### config.mk
export PLATFORM = sky130hd
export DESIGN_NAME = line_maint_ctrl
export DESIGN_NICKNAME = d
export VERILOG_FILES = /design/src/hdl/line_maint_pkg.sv /design/src/hdl/pat_if.sv /design/src/hdl/line_maint_ctrl.sv /design/src/hdl/pat_gen.sv
export SDC_FILE = /design/constraint.sdc
export NUM_CORES = 1
export LEC_CHECK = 0
export BUFFER_PORTS_ARGS = -buffer_cell sky130_fd_sc_hd__buf_2
export CORE_UTILIZATION = 55
export CTS_CLUSTER_DIAMETER = 80
export DETAILED_ROUTE_END_ITERATION = 6
export PLACE_DENSITY = 0.81
export SYNTH_ARGS = -nofsm -noshare
export SYNTH_HDL_FRONTEND = slang
export SYNTH_HIERARCHICAL = 1
export SYNTH_SLANG_ARGS = --single-unit
export TNS_END_PERCENT = 10
### constraint.sdc
create_clock -name i_mclk -period 2.9 [get_ports i_mclk]
set_input_delay 0.145 -clock i_mclk [delete_from_list [all_inputs] [get_ports i_mclk]]
set_output_delay 0.145 -clock i_mclk [all_outputs]
set_load 0.1 [all_outputs]
### src/hdl/line_maint_pkg.sv
// Constants, field positions and types for the line maintenance control block
package line_maint_pkg;
  // Register offsets on the host control port
  localparam logic [7:0] PAC_OFS = 8'h0d;
  localparam logic [7:0] LEC_OFS = 8'h0e;
  localparam logic [7:0] LEN_OFS = 8'hf0;
  localparam logic [7:0] TXC_OFS = 8'h10;
  localparam logic [7:0] RAC_OFS = 8'h11;
  localparam logic [7:0] RDC_OFS = 8'h12;
  localparam logic [7:0] STS_OFS = 8'h30;
  // Values after reset
  localparam logic [7:0] PAC_RST = 8'h00;
  localparam logic [7:0] LEC_RST = 8'h00;
  localparam logic [7:0] LEN_RST = 8'h01;
  localparam logic [7:0] TXC_RST = 8'h01;
  localparam logic [7:0] RAC_RST = 8'h01;
  localparam logic [7:0] RDC_RST = 8'h09;
  // Writable bits; reserved bits read zero
  localparam logic [7:0] PAC_MASK = 8'h7f;
  localparam logic [7:0] LEC_MASK = 8'h0f;
  localparam logic [7:0] LEN_MASK = 8'h3f;
  // Field positions
  localparam int PATT_LSB = 5;
  localparam int CLKSEL_BIT = 4;
  localparam int INV_BIT = 3;
  localparam int CRIT_BIT = 2;
  localparam int ALARM_INSERT_ENABLE_BIT = 1;
  localparam int AUTO_ALL_ONES_BIT = 0;
  localparam int AUTO_REMOTE_LOOP_ENABLE_BIT = 3;
  localparam int RLP_BIT = 2;
  localparam int ALP_BIT = 1;
  localparam int DLP_BIT = 0;
  localparam int TXLEN_LSB = 4;
  localparam int RALEN_LSB = 2;
  localparam int RDLEN_LSB = 0;
  // Sequence generator
  localparam int LFSR_W = 20;
  localparam int E1_TAP_A = 14;
  localparam int E1_TAP_B = 13;
  localparam int T1_TAP_A = 19;
  localparam int T1_TAP_B = 16;
  localparam logic [LFSR_W-1:0] LFSR_SEED = 20'h0_0001;
  localparam logic [3:0] CODE_MIN_LEN = 4'h5;
  typedef enum logic [1:0] {PAT_ZERO = 2'b00, PAT_ONES = 2'b01, PAT_PRBS = 2'b10, PAT_CODE = 2'b11} pat_e;
  typedef enum logic [1:0] {LOOP_IDLE = 2'b01, LOOP_ACT = 2'b10} loop_e;
endpackage

### src/hdl/pat_if.sv
// Interface between the control logic and the pattern generator
`timescale 1ns/1ps
interface pat_if;
  logic tick;
  logic e1;
  logic inv;
  logic restart;
  logic [1:0] len_sel;
  logic [7:0] code;
  logic prbs_bit;
  logic code_bit;
  modport gen (input tick, e1, inv, restart, len_sel, code, output prbs_bit, code_bit);
  modport ctl (output tick, e1, inv, restart, len_sel, code, input prbs_bit, code_bit);
endinterface

### src/hdl/line_maint_ctrl.sv
// Line maintenance control: registers, pattern insertion, alarms and loopbacks
`timescale 1ns/1ps
module line_maint_ctrl
  import line_maint_pkg::*;
(
  input wire logic i_mclk, // Master clock, 200 MHz
  input wire logic i_nrst, // Synchronous reset, active low
  input wire logic i_wr, // Host write strobe, pin, active high
  input wire logic i_rd, // Host read strobe, pin, active high
  input wire logic [7:0] i_addr, // Host register address, pin
  input wire logic [7:0] i_wdata, // Host write data, pin
  input wire logic i_transmit_clock, // Transmit clock pin
  input wire logic i_tx_data, // Transmit data pin
  input wire logic i_rdp, // Receive data positive from receiver
  input wire logic i_rdn, // Receive data negative from receiver
  input wire logic i_rx_clk, // Recovered receive clock level
  input wire logic i_rx_bit_en, // One receive bit valid this cycle
  input wire logic i_los, // Loss of signal present
  input wire logic i_e1_mode, // E1 mode when high, T1/J1 when low
  output logic [7:0] o_rdata, // Host read data
  output logic o_rdata_en, // Drive host data bus
  output logic o_line_out_tip, // Line mark, positive
  output logic o_line_out_ring, // Line mark, negative
  output logic o_receive_data_positive, // Receive data positive out
  output logic o_receive_data_negative, // Receive data negative out
  output logic o_rx_clk, // Receive clock out
  output logic o_analog_loop, // Analog loopback enable
  output logic o_alarm_criterion, // LOS/AIS criterion select
  output logic o_auto_loop_active, // Automatic remote loop engaged
  output logic o_prbs_error // Received sequence bit mismatch
);
  localparam int SW = 20;
  logic [SW-1:0] s1_q, s2_q;
  logic [2:0] prev_q;
  logic transmit_clock_s, txd_s, wr_s, rd_s, wr_p, rd_p, transmit_clock_p, tick;
  logic [7:0] addr_s, wd_s;
  logic [7:0] pac_q, pac_d, lec_q, lec_d, len_q, len_d, txc_q, txc_d;
  logic [7:0] rac_q, rac_d, rdc_q, rdc_d, rdata_q, rdata_d, sts;
  logic rden_q, rden_d;
  pat_e pat;
  logic clksel, inv, alarm_insert_enable, auto_all_ones, auto_remote_loop_enable, remote_loop_enable, digital_loop_enable, rem, bit_c;
  logic line_q, line_d, pol_q, pol_d, tip_q, tip_d, ring_q, ring_d;
  logic rxp_q, rxp_d, rxn_q, rxn_d, rck_q, rck_d;
  logic [19:0] hist_q, hist_d;
  logic perr_q, perr_d, aloop_q, aloop_d, act_m, deact_m;
  loop_e loop_q, loop_d;
  pat_if p ();

  ////////////////////////////////////////////////////////////////////////////
  // Pin synchronisers; edges are taken from the second stage only
  always_ff @(posedge i_mclk)
  begin
    if (!i_nrst)
    begin
      s1_q <= '0;
      s2_q <= '0;
      prev_q <= '0;
    end
    else
    begin
      s1_q <= {i_transmit_clock, i_tx_data, i_wr, i_rd, i_addr, i_wdata};
      s2_q <= s1_q;
      prev_q <= {transmit_clock_s, wr_s, rd_s};
    end
  end

  assign {transmit_clock_s, txd_s, wr_s, rd_s, addr_s, wd_s} = s2_q;
  assign wr_p = wr_s & ~prev_q[1];
  assign rd_p = rd_s & ~prev_q[0];
  assign transmit_clock_p = transmit_clock_s & ~prev_q[2];

  ////////////////////////////////////////////////////////////////////////////
  // Control fields
  assign pat = pat_e'(pac_q[PATT_LSB +: 2]);
  assign clksel = pac_q[CLKSEL_BIT];
  assign inv = pac_q[INV_BIT];
  assign alarm_insert_enable = pac_q[ALARM_INSERT_ENABLE_BIT];
  assign auto_all_ones = pac_q[AUTO_ALL_ONES_BIT];
  assign auto_remote_loop_enable = lec_q[AUTO_REMOTE_LOOP_ENABLE_BIT];
  assign remote_loop_enable = lec_q[RLP_BIT];
  assign digital_loop_enable = lec_q[DLP_BIT];
  assign sts = {6'h00, perr_q, aloop_q};
  // Pattern bit time: every master clock, or each transmit clock rising edge
  assign tick = clksel | transmit_clock_p;

  // Register file; strobes act once on their synchronised rising edge
  always_comb
  begin
    pac_d = pac_q;
    lec_d = lec_q;
    len_d = len_q;
    txc_d = txc_q;
    rac_d = rac_q;
    rdc_d = rdc_q;
    rdata_d = rdata_q;
    rden_d = rd_s;
    if (wr_p)
    begin
      if (addr_s == PAC_OFS)
        pac_d = wd_s & PAC_MASK;
      else if (addr_s == LEC_OFS)
        lec_d = wd_s & LEC_MASK;
      else if (addr_s == LEN_OFS)
        len_d = wd_s & LEN_MASK;
      else if (addr_s == TXC_OFS)
        txc_d = wd_s;
      else if (addr_s == RAC_OFS)
        rac_d = wd_s;
      else if (addr_s == RDC_OFS)
        rdc_d = wd_s;
    end
    if (rd_p)
    begin
      if (addr_s == PAC_OFS)
        rdata_d = pac_q;
      else if (addr_s == LEC_OFS)
        rdata_d = lec_q;
      else if (addr_s == LEN_OFS)
        rdata_d = len_q;
      else if (addr_s == TXC_OFS)
        rdata_d = txc_q;
      else if (addr_s == RAC_OFS)
        rdata_d = rac_q;
      else if (addr_s == RDC_OFS)
        rdata_d = rdc_q;
      else if (addr_s == STS_OFS)
        rdata_d = sts;
      else
        rdata_d = 8'h00;
    end
  end

  always_ff @(posedge i_mclk)
  begin
    if (!i_nrst)
    begin
      pac_q <= PAC_RST;
      lec_q <= LEC_RST;
      len_q <= LEN_RST;
      txc_q <= TXC_RST;
      rac_q <= RAC_RST;
      rdc_q <= RDC_RST;
      rdata_q <= 8'h00;
      rden_q <= 1'b0;
    end
    else
    begin
      pac_q <= pac_d;
      lec_q <= lec_d;
      len_q <= len_d;
      txc_q <= txc_d;
      rac_q <= rac_d;
      rdc_q <= rdc_d;
      rdata_q <= rdata_d;
      rden_q <= rden_d;
    end
  end

  ////////////////////////////////////////////////////////////////////////////
  // Generator hookup; code restarts from its top bit whenever not selected
  assign p.tick = tick;
  assign p.e1 = i_e1_mode;
  assign p.inv = inv;
  assign p.restart = (pat != PAT_CODE);
  assign p.len_sel = len_q[TXLEN_LSB +: 2];
  assign p.code = txc_q;

  pat_gen u_gen (
    .i_mclk(i_mclk),
    .i_nrst(i_nrst),
    .p(p.gen)
  );

  // Transmit selection; loss-of-signal all ones wins over every loopback
  assign rem = remote_loop_enable | (loop_q == LOOP_ACT);
  always_comb
  begin
    case (pat)
      PAT_ZERO: bit_c = clksel ? 1'b0 : txd_s;
      PAT_ONES: bit_c = 1'b1;
      PAT_PRBS: bit_c = p.prbs_bit;
      PAT_CODE: bit_c = p.code_bit;
      default: bit_c = txd_s;
    endcase
    if (rem)
      bit_c = i_rdp;
    if (auto_all_ones && i_los && pat == PAT_ONES)
      bit_c = 1'b1;
    line_d = line_q;
    pol_d = pol_q;
    tip_d = tip_q;
    ring_d = ring_q;
    if (tick)
    begin
      line_d = bit_c;
      tip_d = bit_c & ~pol_q;
      ring_d = bit_c & pol_q;
      pol_d = pol_q ^ bit_c;
    end
  end

  // Receive outputs: digital loop feeds transmit data, alarm forces ones
  always_comb
  begin
    rxp_d = digital_loop_enable ? txd_s : i_rdp;
    rxn_d = digital_loop_enable ? 1'b0 : i_rdn;
    rck_d = digital_loop_enable ? transmit_clock_s : i_rx_clk;
    if (i_los && alarm_insert_enable)
    begin
      rxp_d = 1'b1;
      rxn_d = 1'b1;
      rck_d = 1'b1;
    end
  end

  ////////////////////////////////////////////////////////////////////////////
  // Doubled code image: two repetitions of the used low bits
  function automatic logic [15:0] dbl(input logic [7:0] c, input logic [1:0] ls);
    logic [15:0] v;
    v = 16'(c & (8'hff >> (2'd3 - ls)));
    dbl = v | (v << (4'd5 + 4'(ls)));
  endfunction

  // A code counts only after two whole repetitions to avoid chance matches
  assign act_m = (hist_q[15:0] & dbl(8'hff, len_q[RALEN_LSB +: 2])) == dbl(rac_q, len_q[RALEN_LSB +: 2]);
  assign deact_m = (hist_q[15:0] & dbl(8'hff, len_q[RDLEN_LSB +: 2])) == dbl(rdc_q, len_q[RDLEN_LSB +: 2]);

  // Receive history, sequence check and automatic loop state
  always_comb
  begin
    hist_d = i_rx_bit_en ? {hist_q[18:0], i_rdp} : hist_q;
    perr_d = i_rx_bit_en && pat == PAT_PRBS &&
             ((i_rdp ^ inv) != (i_e1_mode ? (hist_q[E1_TAP_A] ^ hist_q[E1_TAP_B])
                                           : (hist_q[T1_TAP_A] ^ hist_q[T1_TAP_B])));
    case (loop_q)
      LOOP_IDLE: loop_d = (auto_remote_loop_enable && act_m) ? LOOP_ACT : LOOP_IDLE;
      LOOP_ACT: loop_d = (!auto_remote_loop_enable || deact_m) ? LOOP_IDLE : LOOP_ACT;
      default: loop_d = LOOP_IDLE;
    endcase
    aloop_d = (loop_d == LOOP_ACT);
  end

  always_ff @(posedge i_mclk)
  begin
    if (!i_nrst)
    begin
      line_q <= 1'b0;
      pol_q <= 1'b0;
      tip_q <= 1'b0;
      ring_q <= 1'b0;
      rxp_q <= 1'b0;
      rxn_q <= 1'b0;
      rck_q <= 1'b0;
      hist_q <= '0;
      perr_q <= 1'b0;
      aloop_q <= 1'b0;
      loop_q <= LOOP_IDLE;
    end
    else
    begin
      line_q <= line_d;
      pol_q <= pol_d;
      tip_q <= tip_d;
      ring_q <= ring_d;
      rxp_q <= rxp_d;
      rxn_q <= rxn_d;
      rck_q <= rck_d;
      hist_q <= hist_d;
      perr_q <= perr_d;
      aloop_q <= aloop_d;
      loop_q <= loop_d;
    end
  end

  // Outputs straight from flip-flops
  assign o_rdata = rdata_q;
  assign o_rdata_en = rden_q;
  assign o_line_out_tip = tip_q;
  assign o_line_out_ring = ring_q;
  assign o_receive_data_positive = rxp_q;
  assign o_receive_data_negative = rxn_q;
  assign o_rx_clk = rck_q;
  assign o_analog_loop = lec_q[ALP_BIT];
  assign o_alarm_criterion = pac_q[CRIT_BIT];
  assign o_auto_loop_active = aloop_q;
  assign o_prbs_error = perr_q;
endmodule

### src/hdl/pat_gen.sv
// Pseudo-random sequence and inband code generator
`timescale 1ns/1ps
module pat_gen
  import line_maint_pkg::*;
(
  input wire logic i_mclk, // Master clock
  input wire logic i_nrst, // Synchronous reset, active low
  pat_if.gen p // Pattern controls and bits
);
  logic [LFSR_W-1:0] lfsr_q, lfsr_d;
  logic [2:0] idx_q, idx_d;
  logic [2:0] last;
  logic fb;

  ////////////////////////////////////////////////////////////////////////////
  // Feedback by line mode; outputs are the current bits
  assign fb = p.e1 ? (lfsr_q[E1_TAP_A] ^ lfsr_q[E1_TAP_B]) : (lfsr_q[T1_TAP_A] ^ lfsr_q[T1_TAP_B]);
  assign last = 3'(CODE_MIN_LEN - 4'h1 + 4'(p.len_sel));
  assign p.prbs_bit = fb ^ p.inv;
  assign p.code_bit = p.code[idx_q];

  // Next state; all-zero lock-up is reseeded so the sequence never stalls
  always_comb
  begin
    lfsr_d = lfsr_q;
    idx_d = idx_q;
    if (p.tick)
    begin
      lfsr_d = {lfsr_q[LFSR_W-2:0], fb};
      if (lfsr_q == '0)
        lfsr_d = LFSR_SEED;
      idx_d = (idx_q == 3'h0) ? last : idx_q - 3'h1;
    end
    if (p.restart)
      idx_d = last;
  end

  always_ff @(posedge i_mclk)
  begin
    if (!i_nrst)
    begin
      lfsr_q <= LFSR_SEED;
      idx_q <= 3'h4;
    end
    else
    begin
      lfsr_q <= lfsr_d;
      idx_q <= idx_d;
    end
  end
endmodule

==> Word-level counts from Yosys, hierarchy flattened <==
Index checks and enable logic that the tools add are counted.
Widths: inputs -> output; s select.
{ "totals": {"register_bits": 146, "out_inout_bits": 18} }
{ "op_classes": {"add_sub_neg": 6, "n_lt_le_gt_ge": 1, "n_eq_ne": 17, "n_shift": 6, "n_mux": 28, "n_bitwise": 31, "reduce_logical": 18} }
{ "ops": {"columns": ["cell", "n"], "rows": [
  ["$mux 8", 6],
  ["$and 16x16->16", 2],
  ["$and 8x16->16", 2],
  ["$eq 16x16->1", 2],
  ["$or 16x16->16", 2],
  ["$or 8x16->16", 2],
  ["$shl 16x4->16", 2],
  ["$shl 8x4->16", 2],
  ["$shr 8x2->16 const A", 2],
  ["$eq 8x5->1 const B", 3],
  ["$logic_not 20->1", 1],
  ["$mux 20", 1],
  ["$eq 8x4->1 const B", 2],
  ["$mux 1", 12],
  ["$mux 3", 3],
  ["$not 1->1", 9],
  ["$add 3x2->4 const A", 2],
  ["$eq 2x2->1 const B", 4],
  ["$eq 8x6->1 const B", 1],
  ["$eq 8x8->1 const B", 1],
  ["$reduce_and 7->1", 1],
  ["$xor 1x1->1", 7],
  ["$logic_and 1x1->1", 6],
  ["$mux 2", 3],
  ["22 further kinds", 29]
]} }

==> Longest topological paths before layout <==
Gate-level depths: netlist (run 1).
{ "logic_depth": {"depth_word": 10, "depth_mapped": 13, "ltp_nobuf": 11} }

==> Cells and area by module <==
Netlist (run 1), hierarchy kept.
{ "by_module_without_submodules": {"columns": ["module", "instances", "cells_each", "area_each_um2", "seq_area_each_um2"], "rows": [
  ["line_maint_ctrl", 1, 713, 6481.2, 2442.3],
  ["pat_gen", 1, 103, 1081.0, 460.4]
]} }

==> Least setup slack after synthesis (run 1) <==
Ideal clock, no wire load.
{ "synth_path": {"path_kind": "flip-flop to flip-flop", "start": "register len_q[2]", "end": "register loop_q[0]", "setup_ps": 114, "arrival_ps": 2915, "t_required_ps": 2786, "setup_slack_ps": -129, "path_stages_with_launch": 13, "n_path_buf": 3, "path_cell_list": "dfxtp_1 > buf_4 > buf_2 > inv_1 > ha_1 > buf_4 > mux2_1 > a22oi_2 > o221ai_1 > or4_4 > a21oi_2 > a2bb2oi_1 > a21o_1"} }
{ "synth_via": {"elab_chain_len": 9, "word_cells_on_any_way": 13, "classes_between": "add/sub: 2; eq/ne: 1; shift: 3; mux: 2; bitwise: 4; reduce/logical: 1"} }
{ "synth_rtl": {"columns": ["element", "line_no", "source"], "rows": [
  ["from (decl)", "line_maint_ctrl.sv:37", "logic [7:0] pac_q, pac_d, lec_q, lec_d, len_q, len_d, txc_q, txc_d;"],
  ["from (signal assigned)", "line_maint_ctrl.sv:150", "len_q <= len_d;"],
  ["$sub 2x2->2", "line_maint_ctrl.sv:220", "v = 16'(c & (8'hff >> (2'd3 - ls)));"],
  ["$shr 8x2->16", "line_maint_ctrl.sv:220", null],
  ["$shl 8x4->16 / $and 8x16->16 (equally long branches)", "line_maint_ctrl.sv:221, line_maint_ctrl.sv:220", null],
  ["$or 8x16->16 / $shl 16x4->16 (equally long branches)", "line_maint_ctrl.sv:221", "dbl = v | (v << (4'd5 + 4'(ls)));"],
  ["$and 16x16->16 / $or 16x16->16 (equally long branches)", "line_maint_ctrl.sv:225, line_maint_ctrl.sv:221", null],
  ["$eq 16x16->1 *", "line_maint_ctrl.sv:225", "assign act_m = (hist_q[15:0] & dbl(8'hff, len_q[RALEN_LSB +: 2])) == dbl(rac_q, len_q[RALEN_LSB +: 2]);"],
  ["$logic_and 1x1->1 *", "line_maint_ctrl.sv:236", "LOOP_IDLE: loop_d = (auto_remote_loop_enable && act_m) ? LOOP_ACT : LOOP_IDLE;"],
  ["$mux 2 *", "line_maint_ctrl.sv:236", null],
  ["$pmux 2 s2 *", "line_maint_ctrl.sv:235", "case (loop_q)"],
  ["to (signal assigned)", "line_maint_ctrl.sv:271", "loop_q <= loop_d;"],
  ["to (decl)", "line_maint_ctrl.sv:46", "loop_e loop_q, loop_d;"]
]} }
Mark *: on every way between the ends. The rest lies on a longest branch, timed or not.
A chain may end at the register's enable or synchronous reset.

==> Worst setup path in the final report (run 1) <==
Ends and elaborated chain as after synthesis.

==> results of run 1 <==
## cells in the mapped netlist, drive strengths merged (19+ instances only)
| cell | n |
|---|---|
| mux2i | 81 |
| dfxtp | 145 |
| nand2 | 82 |
| clkbuf | 37 |
| and2 | 51 |
| nor2b | 66 |
| a21boi | 29 |
| inv | 20 |
| nand3 | 21 |
| o21ai | 30 |
| nor2 | 27 |
| xnor2 | 19 |
## stage by stage
step | cells | instance area, um2 | utilization | total power [mW]
CTS | 1058 | 8728 | 0.6539 | 4.540
finish | 1058 | 8735 | 0.6544 | 4.534
global placement | 1006 | 7926 | 0.5938 | 2.310
floorplan | 816 | 7566 | - | 2.254
detailed placement | 1006 | 7926 | 0.5938 | 2.315
global route | 1058 | 8735 | 0.6544 | 4.654
## critical path, cell delays in order (launching register included)
cell and delay (ps):
dfxtp_2 360, inv_1 80, ha_2 490, mux2_4 350, a22o_1 240, nor4_1 310, o2111ai_1 220, nor4_4 320
a2bb2oi_1 130, a21o_1 160
## worst max path at each step
stage | end | start
floorplan | loop_q[0] | len_q[2]
global placement | loop_q[0] | len_q[2]
detailed placement | loop_q[0] | len_q[2]
CTS | loop_q[0] | len_q[2]
global route | o_auto_loop_active | len_q[2]
finish | loop_q[0] | len_q[2]
## timing repair
action	4_1_cts	5_1_grt
hold buffers	20	0
gates resized for setup	0	2
setup endpoints to repair	0	3
hold endpoints to repair	20	0
## sequential cells by signal, indices dropped and copies added, names as in the netlist
signal                   cells
hist_q                      20
s1_q                        20
s2_q                        20
u_gen/lfsr_q                20
o_rdata                      8
p.code                       8
rac_q                        8
rdc_q                        8
pac_q                        7
len_q                        6
lec_q                        4
prev_q                       3
u_gen/idx_q                  3
loop_q                       2
o_auto_loop_active           1
o_line_out_ring              1
o_line_out_tip               1
o_prbs_error                 1
o_receive_data_negative      1
o_receive_data_positive      1
o_rx_clk                     1
pol_q                        1
## logic make-up after synthesis
kind of cell,synth area share
and+or+nand+nor,0.2298
adders and majority gates,0.02647
AOI/OAI and AO/OA,0.1296
buffers and inverters,0.04302
muxes,0.1491
DFF,0.3839
xor gates and xnor gates,0.03822
## report_power, final
group	switching [mW]	total [mW]	leakage [nW]	internal, mW
Sequential	0.0283	2.06	1.18	2.03
Combinational	0.138	0.240	1.94	0.102
Clock	0.902	2.24	0.295	1.33
Total	1.07	4.53	3.41	3.47
## cells in the final DEF (no fill, tap or decap), types with 10 or more instances in the layout
cell	instances
dlygate4sd3_1	20
buf_2	44
xor2_1	14
buf_4	23
a21boi_0	16
clkbuf_16	17
nor2b_1	66
nor4_1	10
and2_1	51
dfxtp_1	144
a21oi_1	13
nand2b_1	13
ha_1	15
mux2i_1	79
nand3_1	21
inv_1	19
o21ai_0	29
nand2_1	82
a21boi_1	13
nor2_1	27
xnor2_1	19
## cell type report
| class | count | area, um2 |
|---|---|---|
| sequential | 145 | 2904 |
| clock inverter | 12 | 145.1 |
| multi-input combinational | 598 | 4340 |
| inverter | 20 | 75.07 |
| timing repair buffer | 87 | 593.1 |
| fill | 1063 | 4613 |
| clock buffer | 20 | 456.7 |
| tap | 176 | 220.2 |
## per-layer routing
| metal | wire, um | vias up | track usage | share of wire |
|---|---|---|---|---|
| met5 | 0 | - | 0 | 0 |
| met4 | 793 | 0 | 0.1630 | 0.042 |
| met3 | 991 | 62 | 0.04502 | 0.053 |
| met2 | 8786 | 246 | 0.4408 | 0.47 |
| met1 | 8229 | 2930 | 0.3473 | 0.44 |
| li1 | - | 2959 | - | - |
==> flow_summary.toml, run 1 <==
[outcome]
status = "complete, but fails checks"
violations = "negative hold slack"

[route]
ant_nets = 0
num_vias = 6197
drt_iter0_markers = 497
firstDrtPassIters = 6
route.detailed.drc = 0
via_per_inst = 5.857
routedWlPerCell_um = 17.77
drt-total-wl_um = 18800

[worst_setup_path]
r2r_setup_slack_ps = 130
critPathRequiredTime_ps = 3220
path_max_fanout = 13
r2r_cells = 9
critical_path_class = "reg2reg"
cp.arrival_ps = 3080
timing.rr.start = "len_q[2]"
timing.rr.end = "loop_q[0]"
end_kind = "flip-flop"
worstSetupStartpointType = "flip-flop"

[yosys]
synth.net_count = 860
ys_ff_latch = 145
synthTopCellsByArea = "dfxtp_1, mux2i_1, nor2b_1"
yosysUniqueCellTypes = 79
synth_area_um2 = 7562
syn-instance-count = 816
yosysTopAreaCell = "dfxtp_1"
yosysTopAreaCellShare = 0.3839
ys.flop_type = "dfxtp_1"
synth_edf_count = 0
yosysSeqAreaShare = 0.3839
yosys_warnings = 6
ys_async_sr_fraction = 0
avgSynthCellArea_um2 = 9.267

[global_routing]
antenna_found_initial = 0
grt_pass1_wl_um = 30550
grt_pass1_vias = 6102
grt_overflow = 0
grt_max_degree = 145
track_usage = 0.2748

[power]
power_density_nw_per_um2 = 519.1
ir_drop_uv = 483.4
leakagePower_nw = 3.412

[place]
pre_cts_ws_ps = 109.5
gp_congestion = 0.9523
io_buffers = 45
dpl.hpwl_um = 12240

[hold_path]
hp-start = "i_rdn"
min_to = "o_receive_data_negative"
whs_path_depth = 3
hp-class = "in2reg"

[timing]
worst_hold_slack_ps = -1.477
worst_pin_slew_ps = 1079
setup_viol = 0
post-route-period-util = 0.9541
finalHoldViolations = 1
finalClockSkew_ps = 12.41
max_slew_margin = 0.2806
finalCriticalPeriod_ps = 2767
clock.fmax_mhz = 361.4
rsz0062_at_grt = "false"
worst_slack_ps = 133.2
tns_ps = 0
drv_slew = 0

[floorplanning]
num_rows = 42
coreArea_um2 = 13350
dieWidth_um = 119.3
pin_count = 46
die_y_um = 119.3
die-area_um2 = 14220
initial_core_util = 0.5666

[clock_network]
clk_pin_slew_ps = 60
numCtsBuffers = 17
clock_sink_count = 145
cts_htree_levels = 4
tritoncts = "done"
clockRootBuffer = "clkbuf_16"
clock_path_buffers = 2
post_cts_buffers = 0
clock_latency_ps = 430

[flow_run]
max_cap_violations = 0

[layout]
insertedDiodeCount = 0
num-nets-final = 913
drive_gt1_frac = 0.1451
syn2layout_area_growth_pct = 15.50
(Power assumes the default switching activity.)
==> inputs of run 2 (changes only) <==
--- a/config.mk
+++ b/config.mk
@@ -6,10 +6,11 @@
 export NUM_CORES = 1
 export LEC_CHECK = 0
 export BUFFER_PORTS_ARGS = -buffer_cell sky130_fd_sc_hd__buf_2
-export CORE_UTILIZATION = 55
+export CORE_UTILIZATION = 57
+export CTS_BUF_LIST = sky130_fd_sc_hd__clkbuf_2 sky130_fd_sc_hd__clkbuf_4 sky130_fd_sc_hd__clkbuf_8
 export CTS_CLUSTER_DIAMETER = 80
 export DETAILED_ROUTE_END_ITERATION = 6
-export PLACE_DENSITY = 0.81
+export PLACE_DENSITY = 0.83
 export SYNTH_ARGS = -nofsm -noshare
 export SYNTH_HDL_FRONTEND = slang
 export SYNTH_HIERARCHICAL = 1
==> flow_summary.toml, run 2 (synthesis results as in run 1) <==
[floorplanning]
dieWidth_um = 117.2
coreArea_um2 = 12770
num_rows = 41
pin_count = 46
die_y_um = 117.2
die-area_um2 = 13730
initial_core_util = 0.5920

[timing]
post-route-period-util = 0.9423
setup_viol = 0
clock.fmax_mhz = 365.9
rsz0062_at_grt = "false"
finalCriticalPeriod_ps = 2733
worst_pin_slew_ps = 917.3
tns_ps = 0
finalClockSkew_ps = 13.92
finalHoldViolations = 0
max_slew_margin = 0.3838
drv_slew = 0

[worst_setup_path]
critPathRequiredTime_ps = 3240
critical_path_class = "reg2reg"
path_max_fanout = 4
end_kind = "flip-flop"
r2r_cells = 9
path_buf_inv = 1
cp.arrival_ps = 3070
cp_slowest_cell = "or4_4"
path_delay_family = "simple AND/OR/NAND/NOR gates"
worstSetupStartpointType = "flip-flop"
path_cells = "inv_1 -> ha_1 -> mux2i_4 -> nor4_1 -> or4_4 -> a2111oi_4 -> nand4_1 -> o311ai_2 -> o21ai_0"
critical-path-max-stage-delay_ps = 560
worst-path-stages = 9

[layout]
syn2layout_area_growth_pct = 13.55
multiInputGateArea_um2 = 4340
seq_area_um2 = 2904
insertedDiodeCount = 0
num-nets-final = 915
drive_gt1_frac = 0.1448
fillerInstances = 967
final_design_area_no_fill_um2 = 8587
final_common_cell = "dfxtp_1"
final_cell_mix = "dfxtp_1, nand2_1, mux2i_1"

[global_routing]
grt_pass1_vias = 5989
grt_pass1_wl_um = 30130
antenna_found_initial = 0
grt_max_degree = 86
track_usage = 0.2929
grt_overflow = 0

[route]
route.detailed.drc = 0
m1WireLength_um = 7913
num_vias = 6239
drt-total-wl_um = 18980
via_per_inst = 5.908
routedWlPerCell_um = 17.97
ant_nets = 0
met2WireLength_um = 8977
firstDrtPassIters = 5
drt_iter0_markers = 512
met3_wirelength_um = 1305
dr.max_layer_used = "met4"

[power]
ir_drop_uv = 523.4
clkPwrFrac = 0.434
power_density_nw_per_um2 = 472.6
p_int_mw = 3.034
leakagePower_nw = 3.346
combPwrFrac = 0.059
p_seq_frac = 0.507
p_sw_mw = 1.024
switching_share = 0.2524

[clock_network]
cts_htree_levels = 4
clk_pin_slew_ps = 90
clock_path_buffers = 2
clockRootBuffer = "clkbuf_8"
tritoncts = "done"
numCtsBuffers = 17
clock_sink_count = 145
clock_latency_ps = 460

[outcome]
status = "complete, no violations"

[place]
dpl.hpwl_um = 12320
gp_congestion = 0.9226
dpl_cell_area_um2 = 7914
io_buffers = 45

[hold_path]
whs_path_depth = 3
hp-class = "in2reg"

[flow_run]
max_cap_violations = 0
## run 2: changes by cell type in the layout (fill, tap and decap cells not counted)
cell and change:
clkbuf_16 -17, clkbuf_8 +16, dlygate4sd3_1 +3, inv_8 +2, buf_4 -1, bufinv_16 +1
clkbuf_1 -1, inv_6 -1
## run 2: tightest hold or removal path: stages
cell and delay, ps:
buf_2 110, nand2_1 110, a21boi_0 90
## run 2: path summary, 6_finish.rpt
| path | from | to | slack (ps) |
|---|---|---|---|
| worst max-delay path | len_q[0] | loop_q[1] | 170 |
| worst min-delay path | i_los | o_receive_data_negative | 50 |
| worst max register to register | len_q[0] | loop_q[1] | 170 |
| worst min register to register | s1_q[12] | s2_q[12] | 440 |
## run 2: layer usage
metal,up-vias,GRT usage
met5,-,0
met4,0,0.1603
met3,65,0.06694
met2,254,0.4678
met1,2956,0.3671
li1,2964,-
## run 2: final cells by class
cell class / instances / share of cell area
multi-input cells: 598 / 0.5055
flip-flops and latches: 145 / 0.3382
repair buffers: 89 / 0.07169
clock buffers: 18 / 0.02885
well taps: 172 / 0.02506
clock inverters: 14 / 0.02200
inverters: 20 / 0.008743
## run 2: power by group through the flow
| stage | sequential [mW] | clock (mW) | combinational, mW |
|---|---|---|---|
| final | 2.06 | 1.76 | 0.240 |
| after CTS | 2.06 | 1.77 | 0.235 |
| after global placement | 2.10 | 0 | 0.207 |
| after floorplan | 2.14 | 0 | 0.116 |
| after detailed placement | 2.10 | 0 | 0.210 |
| after global routing | 2.06 | 1.87 | 0.255 |
## run 2: per-stage QoR
step / utilization / setup slack [ps] / hold slack [ps] / total power [mW] / instances
after floorplan: - / 33.40 / 266.7 / 2.254 / 816
after global placement: 0.6196 / 195.7 / 344.8 / 2.308 / 1001
after detailed placement: 0.6196 / 125.0 / 353.1 / 2.312 / 1001
after CTS: 0.6718 / 108.3 / 7.522 / 4.063 / 1056
after global routing: 0.6723 / 29.91 / 42.94 / 4.183 / 1056
final: 0.6723 / 167.4 / 47.89 / 4.058 / 1056
## run 2: what timing repair did
action / 4_1_cts / 5_1_grt
buffers inserted: 0 / 0
endpoints found under the hold margin: 22 / 0
endpoints found under the setup margin: 0 / 3
hold buffers: 23 / 0
gates resized for setup: 0 / 2
==> inputs of run 3 (changes only) <==
--- a/config.mk
+++ b/config.mk
@@ -10,9 +10,8 @@
 export CTS_BUF_LIST = sky130_fd_sc_hd__clkbuf_2 sky130_fd_sc_hd__clkbuf_4 sky130_fd_sc_hd__clkbuf_8
 export CTS_CLUSTER_DIAMETER = 80
 export DETAILED_ROUTE_END_ITERATION = 6
-export PLACE_DENSITY = 0.83
+export PLACE_DENSITY = 0.84
 export SYNTH_ARGS = -nofsm -noshare
 export SYNTH_HDL_FRONTEND = slang
-export SYNTH_HIERARCHICAL = 1
 export SYNTH_SLANG_ARGS = --single-unit
 export TNS_END_PERCENT = 10
==> flow_summary.toml, run 3 <==
[layout]
insertedDiodeCount = 0
drive_gt1_frac = 0.1372
final_common_cell = "dfxtp_1"
layout.cells.non_filler = 1028
syn2layout_area_growth_pct = 13.16
num-nets-final = 894
final_cell_mix = "dfxtp_1, nand2_1, mux2i_1"

[floorplanning]
coreArea_um2 = 12260
die_y_um = 115.2
pin_count = 46
initial_core_util = 0.5954
die-area_um2 = 13270
num_rows = 40
dieWidth_um = 115.2

[route]
route.detailed.drc = 0
drt-total-wl_um = 18310
firstDrtPassIters = 7
drt_iter0_markers = 483
num_vias = 6046
routedWlPerCell_um = 17.81
via_per_inst = 5.881
ant_nets = 0

[global_routing]
antenna_found_initial = 0
grt_pass1_wl_um = 30020
grt_overflow = 0
grt_max_degree = 73
track_usage = 0.2961
grt_pass1_vias = 6058

[clock_network]
clock_latency_ps = 460
clockRootBuffer = "clkbuf_8"
tritoncts = "done"
clk_pin_slew_ps = 80
clock_path_buffers = 2
clock_sink_count = 145
numCtsBuffers = 17
post_cts_buffers = 0
cts_htree_levels = 4

[timing]
drv_slew = 0
setup_viol = 0
worst_slack_ps = 144.0
post-route-period-util = 0.9503
rsz0062_at_grt = "false"
worst_hold_slack_ps = 35.77
tns_ps = 0
finalCriticalPeriod_ps = 2756
clock.fmax_mhz = 362.9
finalHoldViolations = 0
finalClockSkew_ps = 9.636
worst_pin_slew_ps = 792.6
max_slew_margin = 0.4705

[hold_path]
hp-class = "in2reg"

[place]
io_buffers = 45
dp.cells = 977
dpl.hpwl_um = 12840
pre_cts_ws_ps = 122.1
gp_congestion = 0.9311

[yosys]
synthTopCellsByArea = "dfxtp_1, mux2i_1, nand2_1"
synth_edf_count = 0
synthTopCellsByCount = "dfxtp_1, nand2_1, mux2i_1, nor2b_1, and2_1"
yosysMostFrequentCell = "dfxtp_1"
yosysUniqueCellTypes = 64
yosysSeqAreaShare = 0.3976
avgSynthCellArea_um2 = 9.195
syn-instance-count = 794
ys_ff_latch = 145
yosysTopAreaCellShare = 0.3976
ys.flop_type = "dfxtp_1"
ys_async_sr_fraction = 0
synth.net_count = 838
yosysTopAreaCell = "dfxtp_1"
yosys_warnings = 0
synth_area_um2 = 7301

[worst_setup_path]
cp_common_cell = "a21oi_1"
path_cells = "inv_1 -> ha_1 -> mux2_2 -> a21oi_1 -> o2111ai_1 -> a22oi_1 -> nand3_1 -> o211ai_1 -> a21oi_1"
end_kind = "flip-flop"
cp.arrival_ps = 3090
critical-path-max-stage-delay_ps = 480
critPathRequiredTime_ps = 3240
worstSetupStartpointType = "flip-flop"
path_max_fanout = 10
cp_slowest_cell = "ha_1"
critical_path_class = "reg2reg"

[power]
power_density_nw_per_um2 = 454.0
ir_drop_uv = 496.5
p_sw_uw = 911.6
leakagePower_nw = 3.169
p_seq_frac = 0.549
power_mw = 3.751
combPwrFrac = 0.061
switching_share = 0.2430
p_int_mw = 2.840
clkPwrFrac = 0.390

[outcome]
status = "complete, no violations"

[flow_run]
max_cap_violations = 0
==> run 3: final cells by class <==
cell class / instances / area [um2]
Clock buffer: 20 / 269.0
Clock inverter: 9 / 85.08
Fill cell: 932 / 4000
Inverter: 22 / 82.58
Multi-Input combinational cell: 574 / 4081
Sequential cell: 145 / 2903
Tap cell: 168 / 210.2
Timing Repair Buffer: 90 / 630.6
==> run 3: cell families after synthesis <==
family                   after synthesis  share of synthesized area
buffers and inverters                 75                    0.04370
flip-flops                           145                     0.3976
XOR/XNOR                              30                    0.03599
AND/OR/NAND/NOR                      304                     0.2204
AO/OA/AOI/OAI                        143                     0.1416
multiplexers                          81                     0.1333
adder cells (fa/ha/maj)               16                    0.02742
==> run 3: what timing repair did <==
item | 4_1_cts | 5_1_grt
hold buffers | 22 | 0
hold endpoints to repair | 22 | 0
gates resized for setup | 0 | 1
setup endpoints to repair | 0 | 1
==> run 3: routing by layer <==
metal	vias to the layer above	GRT usage	wire [um]
met5	-	0	0
met4	0	0.1463	653
met3	54	0.07591	1272
met2	240	0.4964	8893
met1	2874	0.3531	7490
li1	2878	-	-
==> run 3: stage by stage <==
step	cell area (um2)	utilization
6_report	8262	0.6738
5_1_grt	8262	0.6738
4_1_cts	8259	0.6736
3_5_place_dp	7685	0.6267
3_3_place_gp	7685	0.6267
2_1_floorplan	7303	-
==> run 3: power groups by stage <==
stage | registers (mW) | clock network (mW) | logic, mW
after floorplan | 2.14 | 0 | 0.108
after detailed placement | 2.10 | 0 | 0.205
final | 2.06 | 1.46 | 0.230
after CTS | 2.06 | 1.48 | 0.228
after global placement | 2.10 | 0 | 0.199
after global routing | 2.06 | 1.57 | 0.247
==> run 3: worst paths after layout <==
path | endpoint | startpoint | depth (start not counted) | slack (ps)
min | u_gen.lfsr_q[0] | i_nrst | 2 | 40
max | loop_q[1] | len_q[0] | 9 | 140
min reg2reg | s2_q[0] | s1_q[0] | 1 | 430
max reg2reg | loop_q[1] | len_q[0] | 9 | 140
==> run 3: critical path, delay by kind of cell, from the launching register on <==
| family | cells | cell delay, ps |
|---|---|---|
| AOI/OAI and AO/OA | 5 | 1140 |
| muxes | 1 | 400 |
| buffers and inverters | 1 | 100 |
| DFF | 1 | 360 |
| adders and majority gates | 1 | 480 |
| and+or+nand+nor | 1 | 170 |
